[src/common/nvm_pkg.sv]
// Purpose: shared constants and types for the nonvolatile access control block
// Assumes: core register port with 8-bit index and 8-bit data, 100 MHz SYS_CLK
// Notes: register indices, bit positions and key values are local choices
// Notes on behaviour
// - unlock register stores nothing, always reads zero
// - region 00 targets data EEPROM array
// - region 10 targets program flash array
// - region x1 targets ID and configuration space
// - erase select makes next program flash start an erase
// - erase select ignored for data EEPROM
// - program or erase only while gate set
// - write-enable gate cleared at power-up
// - error flag set on start, cleared on success
// - EEPROM start erases-then-writes; flash start writes
// - firmware can only set write-start bit
// - hardware clears write-start bit at completion
// - done flag sticky until firmware clears it
// - 8-bit table latch in register space
// - 22-bit pointer; ID space selected by region bit 6, not by the pointer
// - table read uses all pointer bits
// - table write fills holding register by low bits
// - flash write uses pointer upper bits only
`default_nettype none

package nvm_pkg;
  localparam int PTR_W = 22;
  localparam int DATA_W = 8;
  localparam int REG_AW = 8;

  localparam logic [REG_AW-1:0] ADDR_CTRL = 8'h00;
  localparam logic [REG_AW-1:0] ADDR_UNLOCK = 8'h01;
  localparam logic [REG_AW-1:0] ADDR_LATCH = 8'h02;
  localparam logic [REG_AW-1:0] ADDR_PTR_L = 8'h03;
  localparam logic [REG_AW-1:0] ADDR_PTR_H = 8'h04;
  localparam logic [REG_AW-1:0] ADDR_PTR_U = 8'h05;
  localparam logic [REG_AW-1:0] ADDR_IRQ7 = 8'h06;

  localparam int CTL_REGION_LO = 6;
  localparam int CTL_ERASE = 4;
  localparam int CTL_WRITE_ERROR_FLAG = 3;
  localparam int CTL_WRITE_ENABLE_GATE = 2;
  localparam int CTL_WR = 1;
  localparam int IRQ_DONE = 5;

  localparam logic [1:0] REGION_EE = 2'h0;
  localparam logic [1:0] REGION_PF = 2'h2;

  localparam logic [DATA_W-1:0] UNLOCK_KEY1 = 8'h55;
  localparam logic [DATA_W-1:0] UNLOCK_KEY2 = 8'haa;

  localparam int CLK_PERIOD_NS = 10;
  localparam int PROG_TIME_NS = 2000;
  localparam int PROG_CYCLES = (PROG_TIME_NS + CLK_PERIOD_NS - 1) / CLK_PERIOD_NS;

  typedef enum logic [2:0] {
    OP_NONE = 3'h0,
    OP_READ = 3'h1,
    OP_EE_WRITE = 3'h2,
    OP_PF_WRITE = 3'h3,
    OP_PF_ERASE = 3'h4,
    OP_CFG_WRITE = 3'h5
  } mem_op_t;

  typedef struct packed {
    logic rd;
    logic wr;
    mem_op_t op;
    logic [PTR_W-1:0] addr;
  } mem_req_t;
endpackage : nvm_pkg

`default_nettype wire

[src/rtl/nvm_access_control.sv]
// Purpose: control, unlock, table latch and program timing for on-chip storage
// Assumes: core register strobes and table op strobes are synchronous one-cycle pulses
// Notes: arrays sit outside; they take MEM_REQ and read holding bytes by index
`default_nettype none

module nvm_access_control #(
  parameter int HOLD_BITS = 5,
  parameter int PROG_CYC = nvm_pkg::PROG_CYCLES
) (
  input wire logic SYS_CLK,
  input wire logic RESET,
  input wire logic REG_WR,
  input wire logic [nvm_pkg::REG_AW-1:0] REG_ADDR,
  input wire logic [nvm_pkg::DATA_W-1:0] REG_WDATA,
  input wire logic TBL_RD,
  input wire logic TBL_WR,
  input wire logic MEM_RD_VALID,
  input wire logic [nvm_pkg::DATA_W-1:0] MEM_RD_DATA,
  input wire logic [HOLD_BITS-1:0] MEM_HOLD_IDX,
  output logic [nvm_pkg::DATA_W-1:0] REG_RDATA,
  output nvm_pkg::mem_req_t MEM_REQ,
  output logic [nvm_pkg::DATA_W-1:0] MEM_HOLD_DATA,
  output logic NVM_BUSY,
  output logic NVM_DONE
);
  import nvm_pkg::*;

  typedef enum logic [2:0] {
    ST_IDLE = 3'b001,
    ST_READ = 3'b010,
    ST_PROG = 3'b100
  } state_t;

  typedef enum logic [2:0] {
    UL_IDLE = 3'b001,
    UL_KEY1 = 3'b010,
    UL_ARMED = 3'b100
  } unlock_t;

  function automatic mem_op_t write_op(input logic [1:0] region, input logic erase);
    if (region[0]) begin
      write_op = OP_CFG_WRITE;
    end else if (region == REGION_EE) begin
      write_op = OP_EE_WRITE;
    end else if (erase) begin
      write_op = OP_PF_ERASE;
    end else begin
      write_op = OP_PF_WRITE;
    end
  endfunction : write_op

  state_t state_q, state_d;
  unlock_t unlock_q, unlock_d;
  logic [1:0] region_q;
  logic erase_q, write_enable_gate_q, write_error_flag_q, wr_q, done_q;
  logic [DATA_W-1:0] latch_q;
  logic [PTR_W-1:0] ptr_q;
  logic [DATA_W-1:0] hold_mem [2**HOLD_BITS];
  logic [$clog2(PROG_CYC+1)-1:0] cnt_q;

  wire wr_ctrl = REG_WR && (REG_ADDR == ADDR_CTRL);
  wire wr_unlock = REG_WR && (REG_ADDR == ADDR_UNLOCK);
  wire wr_latch = REG_WR && (REG_ADDR == ADDR_LATCH);
  wire wr_irq = REG_WR && (REG_ADDR == ADDR_IRQ7);
  wire idle = (state_q == ST_IDLE);
  wire prog_done = (state_q == ST_PROG) && (cnt_q == '0);
  // a start needs the gate, the unlock pair just before, and no cycle in flight
  wire start_wr = wr_ctrl && REG_WDATA[CTL_WR] && write_enable_gate_q && (unlock_q == UL_ARMED) && idle;
  wire start_rd = TBL_RD && idle;
  wire rd_load = (state_q == ST_READ) && MEM_RD_VALID;
  wire mem_op_t op_sel = write_op(region_q, erase_q);
  wire [PTR_W-1:0] blk_addr = {ptr_q[PTR_W-1:HOLD_BITS], {HOLD_BITS{1'b0}}};
  wire [PTR_W-1:0] wr_addr = (op_sel == OP_EE_WRITE) ? ptr_q : blk_addr;
  wire [DATA_W-1:0] ctrl_view = {region_q, 1'b0, erase_q, write_error_flag_q, write_enable_gate_q, wr_q, 1'b0};

  logic [DATA_W-1:0] rdata_d;
  always_comb begin
    case (REG_ADDR)
      ADDR_CTRL: rdata_d = ctrl_view;
      ADDR_UNLOCK: rdata_d = '0;
      ADDR_LATCH: rdata_d = latch_q;
      ADDR_PTR_L: rdata_d = ptr_q[7:0];
      ADDR_PTR_H: rdata_d = ptr_q[15:8];
      ADDR_PTR_U: rdata_d = {2'h0, ptr_q[PTR_W-1:16]};
      ADDR_IRQ7: rdata_d = (DATA_W'(done_q) << IRQ_DONE);
      default: rdata_d = '0;
    endcase
  end

  always_comb begin
    unlock_d = unlock_q;
    case (unlock_q)
      UL_IDLE: if (wr_unlock && REG_WDATA == UNLOCK_KEY1) unlock_d = UL_KEY1;
      UL_KEY1: if (wr_unlock) unlock_d = (REG_WDATA == UNLOCK_KEY2) ? UL_ARMED : UL_IDLE;
      UL_ARMED: if (REG_WR) unlock_d = UL_IDLE; // any register write spends the arming
      default: unlock_d = UL_IDLE;
    endcase
  end

  always_comb begin
    state_d = state_q;
    case (state_q)
      ST_IDLE: if (start_wr) state_d = ST_PROG; else if (start_rd) state_d = ST_READ;
      ST_READ: if (MEM_RD_VALID) state_d = ST_IDLE;
      ST_PROG: if (cnt_q == '0) state_d = ST_IDLE;
      default: state_d = ST_IDLE;
    endcase
  end

  always_ff @(posedge SYS_CLK or posedge RESET) begin
    if (RESET) begin
      state_q <= ST_IDLE;
      unlock_q <= UL_IDLE;
    end else begin
      state_q <= state_d;
      unlock_q <= unlock_d;
    end
  end

  // control register; gate comes up clear so nothing programs by accident
  always_ff @(posedge SYS_CLK or posedge RESET) begin
    if (RESET) begin
      region_q <= REGION_EE;
      erase_q <= 1'b0;
      write_enable_gate_q <= 1'b0;
    end else if (wr_ctrl) begin
      region_q <= REGION_EE | REG_WDATA[CTL_REGION_LO +: 2];
      erase_q <= REG_WDATA[CTL_ERASE];
      write_enable_gate_q <= REG_WDATA[CTL_WRITE_ENABLE_GATE];
    end
  end

  always_ff @(posedge SYS_CLK or posedge RESET) begin
    if (RESET) begin
      wr_q <= 1'b0;
      write_error_flag_q <= 1'b0;
      cnt_q <= '0;
    end else if (start_wr) begin
      wr_q <= 1'b1;
      write_error_flag_q <= 1'b1;
      cnt_q <= ($bits(cnt_q))'(PROG_CYC - 1);
    end else if (prog_done) begin
      wr_q <= 1'b0;
      write_error_flag_q <= 1'b0;
    end else if (state_q == ST_PROG) begin
      cnt_q <= cnt_q - 1'b1;
    end
  end

  // a completion in the same cycle as a firmware clear keeps the flag set
  always_ff @(posedge SYS_CLK or posedge RESET) begin
    if (RESET) begin
      done_q <= 1'b0;
    end else begin
      done_q <= prog_done | (wr_irq ? REG_WDATA[IRQ_DONE] : done_q);
    end
  end

  // array data wins over a same-cycle register write to the latch
  always_ff @(posedge SYS_CLK or posedge RESET) begin
    if (RESET) begin
      latch_q <= '0;
    end else if (rd_load) begin
      latch_q <= MEM_RD_DATA;
    end else if (wr_latch) begin
      latch_q <= REG_WDATA;
    end
  end

  always_ff @(posedge SYS_CLK or posedge RESET) begin
    if (RESET) begin
      ptr_q <= '0;
    end else if (REG_WR) begin
      if (REG_ADDR == ADDR_PTR_L) ptr_q[7:0] <= REG_WDATA;
      if (REG_ADDR == ADDR_PTR_H) ptr_q[15:8] <= REG_WDATA;
      if (REG_ADDR == ADDR_PTR_U) ptr_q[PTR_W-1:16] <= REG_WDATA[PTR_W-17:0];
    end
  end

  // holding block is plain storage; contents are not reset
  always_ff @(posedge SYS_CLK) begin
    if (TBL_WR) hold_mem[ptr_q[HOLD_BITS-1:0]] <= latch_q;
    MEM_HOLD_DATA <= hold_mem[MEM_HOLD_IDX];
  end

  always_ff @(posedge SYS_CLK or posedge RESET) begin
    if (RESET) begin
      MEM_REQ <= '0;
      REG_RDATA <= '0;
      NVM_BUSY <= 1'b0;
      NVM_DONE <= 1'b0;
    end else begin
      MEM_REQ.rd <= start_rd && !start_wr;
      MEM_REQ.wr <= start_wr;
      if (start_wr) begin
        MEM_REQ.op <= op_sel;
        MEM_REQ.addr <= wr_addr;
      end else if (start_rd) begin
        MEM_REQ.op <= OP_READ;
        MEM_REQ.addr <= ptr_q;
      end
      REG_RDATA <= rdata_d;
      NVM_BUSY <= (state_d != ST_IDLE);
      NVM_DONE <= done_q | prog_done;
    end
  end

  wire ee_sel = (region_q == REGION_EE);
  wire pf_sel = (region_q == REGION_PF);

  a_unlock_zero: assert property (@(posedge SYS_CLK) disable iff (RESET)
    (REG_ADDR == ADDR_UNLOCK) |=> (REG_RDATA == '0)) else $error("unlock register read nonzero");
  a_ee_region_op: assert property (@(posedge SYS_CLK) disable iff (RESET)
    (start_wr && ee_sel) |=> (MEM_REQ.wr && MEM_REQ.op == OP_EE_WRITE)) else $error("eeprom op wrong");
  a_pf_write_op: assert property (@(posedge SYS_CLK) disable iff (RESET)
    (start_wr && pf_sel && !erase_q) |=> (MEM_REQ.op == OP_PF_WRITE)) else $error("flash write op wrong");
  a_cfg_region_op: assert property (@(posedge SYS_CLK) disable iff (RESET)
    (start_wr && region_q[0]) |=> (MEM_REQ.op == OP_CFG_WRITE)) else $error("config op wrong");
  a_pf_erase_op: assert property (@(posedge SYS_CLK) disable iff (RESET)
    (start_wr && pf_sel && erase_q) |=> (MEM_REQ.op == OP_PF_ERASE)) else $error("flash erase op wrong");
  a_gate_needed: assert property (@(posedge SYS_CLK) disable iff (RESET)
    $rose(wr_q) |-> $past(write_enable_gate_q)) else $error("start without write-enable gate");
  a_error_on_start: assert property (@(posedge SYS_CLK) disable iff (RESET)
    $rose(wr_q) |-> write_error_flag_q ##0 NVM_BUSY) else $error("error flag not set at start");
  a_start_sticky: assert property (@(posedge SYS_CLK) disable iff (RESET)
    (wr_q && !prog_done) |=> wr_q) else $error("start bit dropped early");
  a_start_cleared: assert property (@(posedge SYS_CLK) disable iff (RESET)
    prog_done |=> (!wr_q && !write_error_flag_q && NVM_DONE)) else $error("completion not reflected");
  a_done_sticky: assert property (@(posedge SYS_CLK) disable iff (RESET)
    (done_q && !wr_irq) |=> done_q) else $error("done flag lost");
  a_block_align: assert property (@(posedge SYS_CLK) disable iff (RESET)
    (MEM_REQ.wr && MEM_REQ.op == OP_PF_WRITE) |-> (MEM_REQ.addr[HOLD_BITS-1:0] == '0)) else $error("block addr low bits");
  a_read_latch: assert property (@(posedge SYS_CLK) disable iff (RESET)
    rd_load |=> (latch_q == $past(MEM_RD_DATA))) else $error("latch not loaded from array");
  a_busy_ignore: assert property (@(posedge SYS_CLK) disable iff (RESET)
    (state_q == ST_PROG) |-> !start_wr) else $error("start accepted while busy");

  c_ee_write: cover property (@(posedge SYS_CLK) disable iff (RESET) start_wr && ee_sel);
  c_pf_erase: cover property (@(posedge SYS_CLK) disable iff (RESET) start_wr && pf_sel && erase_q);
  c_table_read: cover property (@(posedge SYS_CLK) disable iff (RESET) rd_load);
  c_done_clear_race: cover property (@(posedge SYS_CLK) disable iff (RESET) prog_done && wr_irq);
endmodule : nvm_access_control

`default_nettype wire

[config.mk]
export PLATFORM = sky130hd
export DESIGN_NAME = nvm_access_control
export DESIGN_NICKNAME = d
export VERILOG_FILES = /design/src/common/nvm_pkg.sv /design/src/rtl/nvm_access_control.sv
export SDC_FILE = /design/constraint.sdc
export NUM_CORES = 1
export LEC_CHECK = 0
export BUFFER_PORTS_ARGS = -buffer_cell sky130_fd_sc_hd__buf_2
export CELL_PAD_IN_SITES_DETAIL_PLACEMENT = 0
export CELL_PAD_IN_SITES_GLOBAL_PLACEMENT = 1
export CORE_AREA = 10 10 228 230
export CTS_CLUSTER_SIZE = 20
export DETAILED_ROUTE_END_ITERATION = 7
export DIE_AREA = 0 0 238 240
export PLACE_DENSITY = 0.51
export SYNTH_ARGS = -nofsm -noshare
export SYNTH_HDL_FRONTEND = slang
export SYNTH_SLANG_ARGS = --single-unit
[constraint.sdc]
create_clock -name SYS_CLK -period 2.55 [get_ports SYS_CLK]
set_input_delay 0 -clock SYS_CLK [delete_from_list [all_inputs] [get_ports SYS_CLK]]
set_output_delay 0 -clock SYS_CLK [all_outputs]
set_load 0.03 [all_outputs]
==> impl_metrics.py <==
metrics = {
    "outcome": {
        "outcome": "complete, no violations",
    },
    "finish": {
        "final_cells": 1562,
        "diodes": 0,
        "final_area_um2": 17100,
        "layout_common_cells": "edfxtp_1 (256), dfrtp_1 (85), mux4_2 (80)",
        "nNetsFinal": 956,
        "drive_gt1_share_pct": 37.7,
        "final_common_cell": "edfxtp_1",
        "area_growth_pct": 21.4,
        "fin_util_pct": 36.1,
    },
    "global_routing": {
        "grt_pass1_vias": 8196,
        "overflow": 0,
        "grtUsageTotal_pct": 13.0,
        "grt_first_pass_wirelength_mm": 55.4,
        "antenna_found_initial": 3,
        "grt_max_degree": 76,
    },
    "power": {
        "leakagePower_nw": 6.15,
        "ir_worst_vdd_mv": 0.425,
        "power_density_nw_per_um2": 842,
    },
    "synthesis": {
        "synthTopCellsByArea": "edfxtp_1 (55%), dfrtp_1 (15%), mux4_2 (13%)",
        "synth_edf_count": 256,
        "synth-seq-area-share_pct": 71.2,
        "syn_area_per_cell_um2": 18.8,
        "syn_area_um2": 14100,
        "synth_top_area_share_pct": 54.6,
        "async_flop_share_pct": 24.8,
        "synth-seq-cells": 351,
        "syn_inst": 750,
        "ys.flop_type": "edfxtp_1",
        "yosys_warnings": 0,
        "synth.distinct_cells": 64,
        "syn_nets": 786,
        "synth_largest_area_cell": "edfxtp_1",
    },
    "route": {
        "drc": 0,
        "viasPerCell": 4.80,
        "first_pass_iters": 4,
        "drt_iter0_markers": 556,
        "drt.antenna.violating_nets": 0,
        "wl_mm": 36.9,
        "vias": 7504,
        "routedWlPerCell_um": 23.7,
    },
    "critical_path": {
        "cp_max_fo": 9,
        "worstSetupPathType": "reg2reg",
        "cp.arrival_ns": 2.81,
        "cp.required_ns": 2.97,
        "crit_start": "state_q[2]$_DFF_PP0_",
        "worstReg2RegEnd": "latch_q[3]$_DFFE_PP0P_",
        "endpoint_kind": "flip-flop",
        "ff2ff_path_depth": 5,
        "regToRegSetupSlack_ns": 0.16,
        "r2r-start": "state_q[2]$_DFF_PP0_",
        "start_kind": "flip-flop",
    },
    "timing": {
        "setup_viol_count_final": 0,
        "fmax_mhz": 418,
        "worstMarginPinSlew_ns": 0.992,
        "period_share_pct": 93.9,
        "fin_skew_ns": 0.0154,
        "period_minus_slack_ns": 2.39,
        "hold_violations": 0,
        "relSlewSlack_pct": 33.9,
        "setup_slack_ns": 0.156,
        "slew_viol_final": 0,
        "setup-tns-final_ns": 0,
        "grt_setup_unrepaired": "false",
    },
    "placed_design": {
        "io_buffer_count": 79,
        "placed_area_um2": 15600,
        "place_ws_ns": 0.444,
        "gp_congestion": 0.755,
        "dpl.hpwl_mm": 24.7,
        "place_inst": 1467,
    },
    "floorplan": {
        "io_pins": 80,
        "fp-row-count": 80,
        "die-area_um2": 57100,
        "initial_core_util_pct": 29.8,
        "core_um2": 47300,
        "die_w_um": 238,
        "die_h_um": 240,
    },
    "cts": {
        "postCtsSetupBuffers": 0,
        "htree_levels": 2,
        "cts-root-buf": "clkbuf_16",
        "clk_path_buf_depth": 3,
        "clk_latency_ns": 0.53,
        "cts_buffers": 39,
        "cts_tree": "built",
        "cts_sinks": 351,
        "path_clk_slew_ns": 0.06,
    },
    "min_path": {
        "whs_endpoint": "REG_RDATA[5]$_DFF_PP0_",
        "worstHoldStart": "REG_ADDR[4]",
        "hp-class": "in2reg",
        "worstHoldPathCells": 5,
    },
    "job": {
        "max_cap_violations": 0,
    },
}
[kinds of logic after synthesis]
group,share of synthesized area [%]
AOI/OAI and AO/OA,2.88
xor gates and xnor gates,0.373
adders and majority gates,0.0888
buffers and inverters,1.70
DFF,71.2
muxes,18.7
and+or+nand+nor,5.06
[metrics by stage]
step	hold WS, ns	power [W]
2_1_floorplan	0.0631	0.00812
3_3_place_gp	0.246	0.00903
3_5_place_dp	0.253	0.00904
4_1_cts	0.0181	0.0146
5_1_grt	0.0536	0.0150
6_report	0.0436	0.0144
[final cells by class]
| cell class | count | area, µm² |
|---|---|---|
| Clock buffer | 50 | 1070 |
| Clock inverter | 18 | 179 |
| Fill cell | 4423 | 30200 |
| Inverter | 18 | 70.1 |
| Multi-Input combinational cell | 346 | 3830 |
| Sequential cell | 351 | 10000 |
| Tap cell | 615 | 769 |
| Timing Repair Buffer | 164 | 1170 |
[timing repair]
action | 4_1_cts | 5_1_grt
endpoints found under the hold margin | 122 | 0
hold buffers | 27 | 0
resized for setup | 0 | 0
[synthesized netlist by cell type (all sizes together), types with 8 or more instances]
library cell / count
edfxtp: 256
dfrtp: 85
mux4: 80
mux2: 71
nor2: 46
buf: 22
inv: 18
nand2: 18
nand3: 16
clkbuf: 13
o211ai: 11
dfxtp: 8
[power breakdown]
group | internal (W) | switching (W) | total [W] | leakage [nW]
sequential | 0.00696 | 0.000166 | 0.00713 | 3.51
clock | 0.00326 | 0.00224 | 0.00551 | 0.601
combinational | 0.000532 | 0.00124 | 0.00177 | 2.03
total | 0.0108 | 0.00364 | 0.0144 | 6.15
[sequential cells by signal, indices dropped and copies added, names as in the netlist]
register	flops
done_q	1
cnt_q	8
NVM_BUSY	1
erase_q	1
write_enable_gate_q	1
unlock_q	3
region_q	2
hold_mem	256
REG_RDATA	8
latch_q	8
MEM_HOLD_DATA	8
NVM_DONE	1
wr_q	1
MEM_REQ	27
ptr_q	22
state_q	3
[how the worst max path moves through the flow]
stage	endpoint	slack (ns)	cells after the start
after CTS	latch_q[4]$_DFFE_PP0P_	0.15	5
after global routing	latch_q[3]$_DFFE_PP0P_	0.08	5
after detailed placement	MEM_HOLD_DATA[3]$_DFF_P_	0.44	5
final	latch_q[3]$_DFFE_PP0P_	0.16	5
after floorplan	MEM_REQ[0]$_DFFE_PP0P_	0.30	1
after global placement	MEM_HOLD_DATA[3]$_DFF_P_	0.45	5
[per-layer routing]
metal	up-vias	share of wire, %	track usage [%]
li1	3349	-	-
met1	3940	45	17.4
met2	173	49	21.6
met3	40	4.3	2.47
met4	2	1.3	2.64
met5	-	0.035	0
[critical path, stage by stage (launching register included)]
cell and delay (ns):
dfrtp_1 0.43, nor2_1 0.15, and3_1 0.51, mux2_2 0.39
dlygate4sd3_1 0.55, mux2_2 0.26
Note: power is estimated with default switching activity, not from simulation.
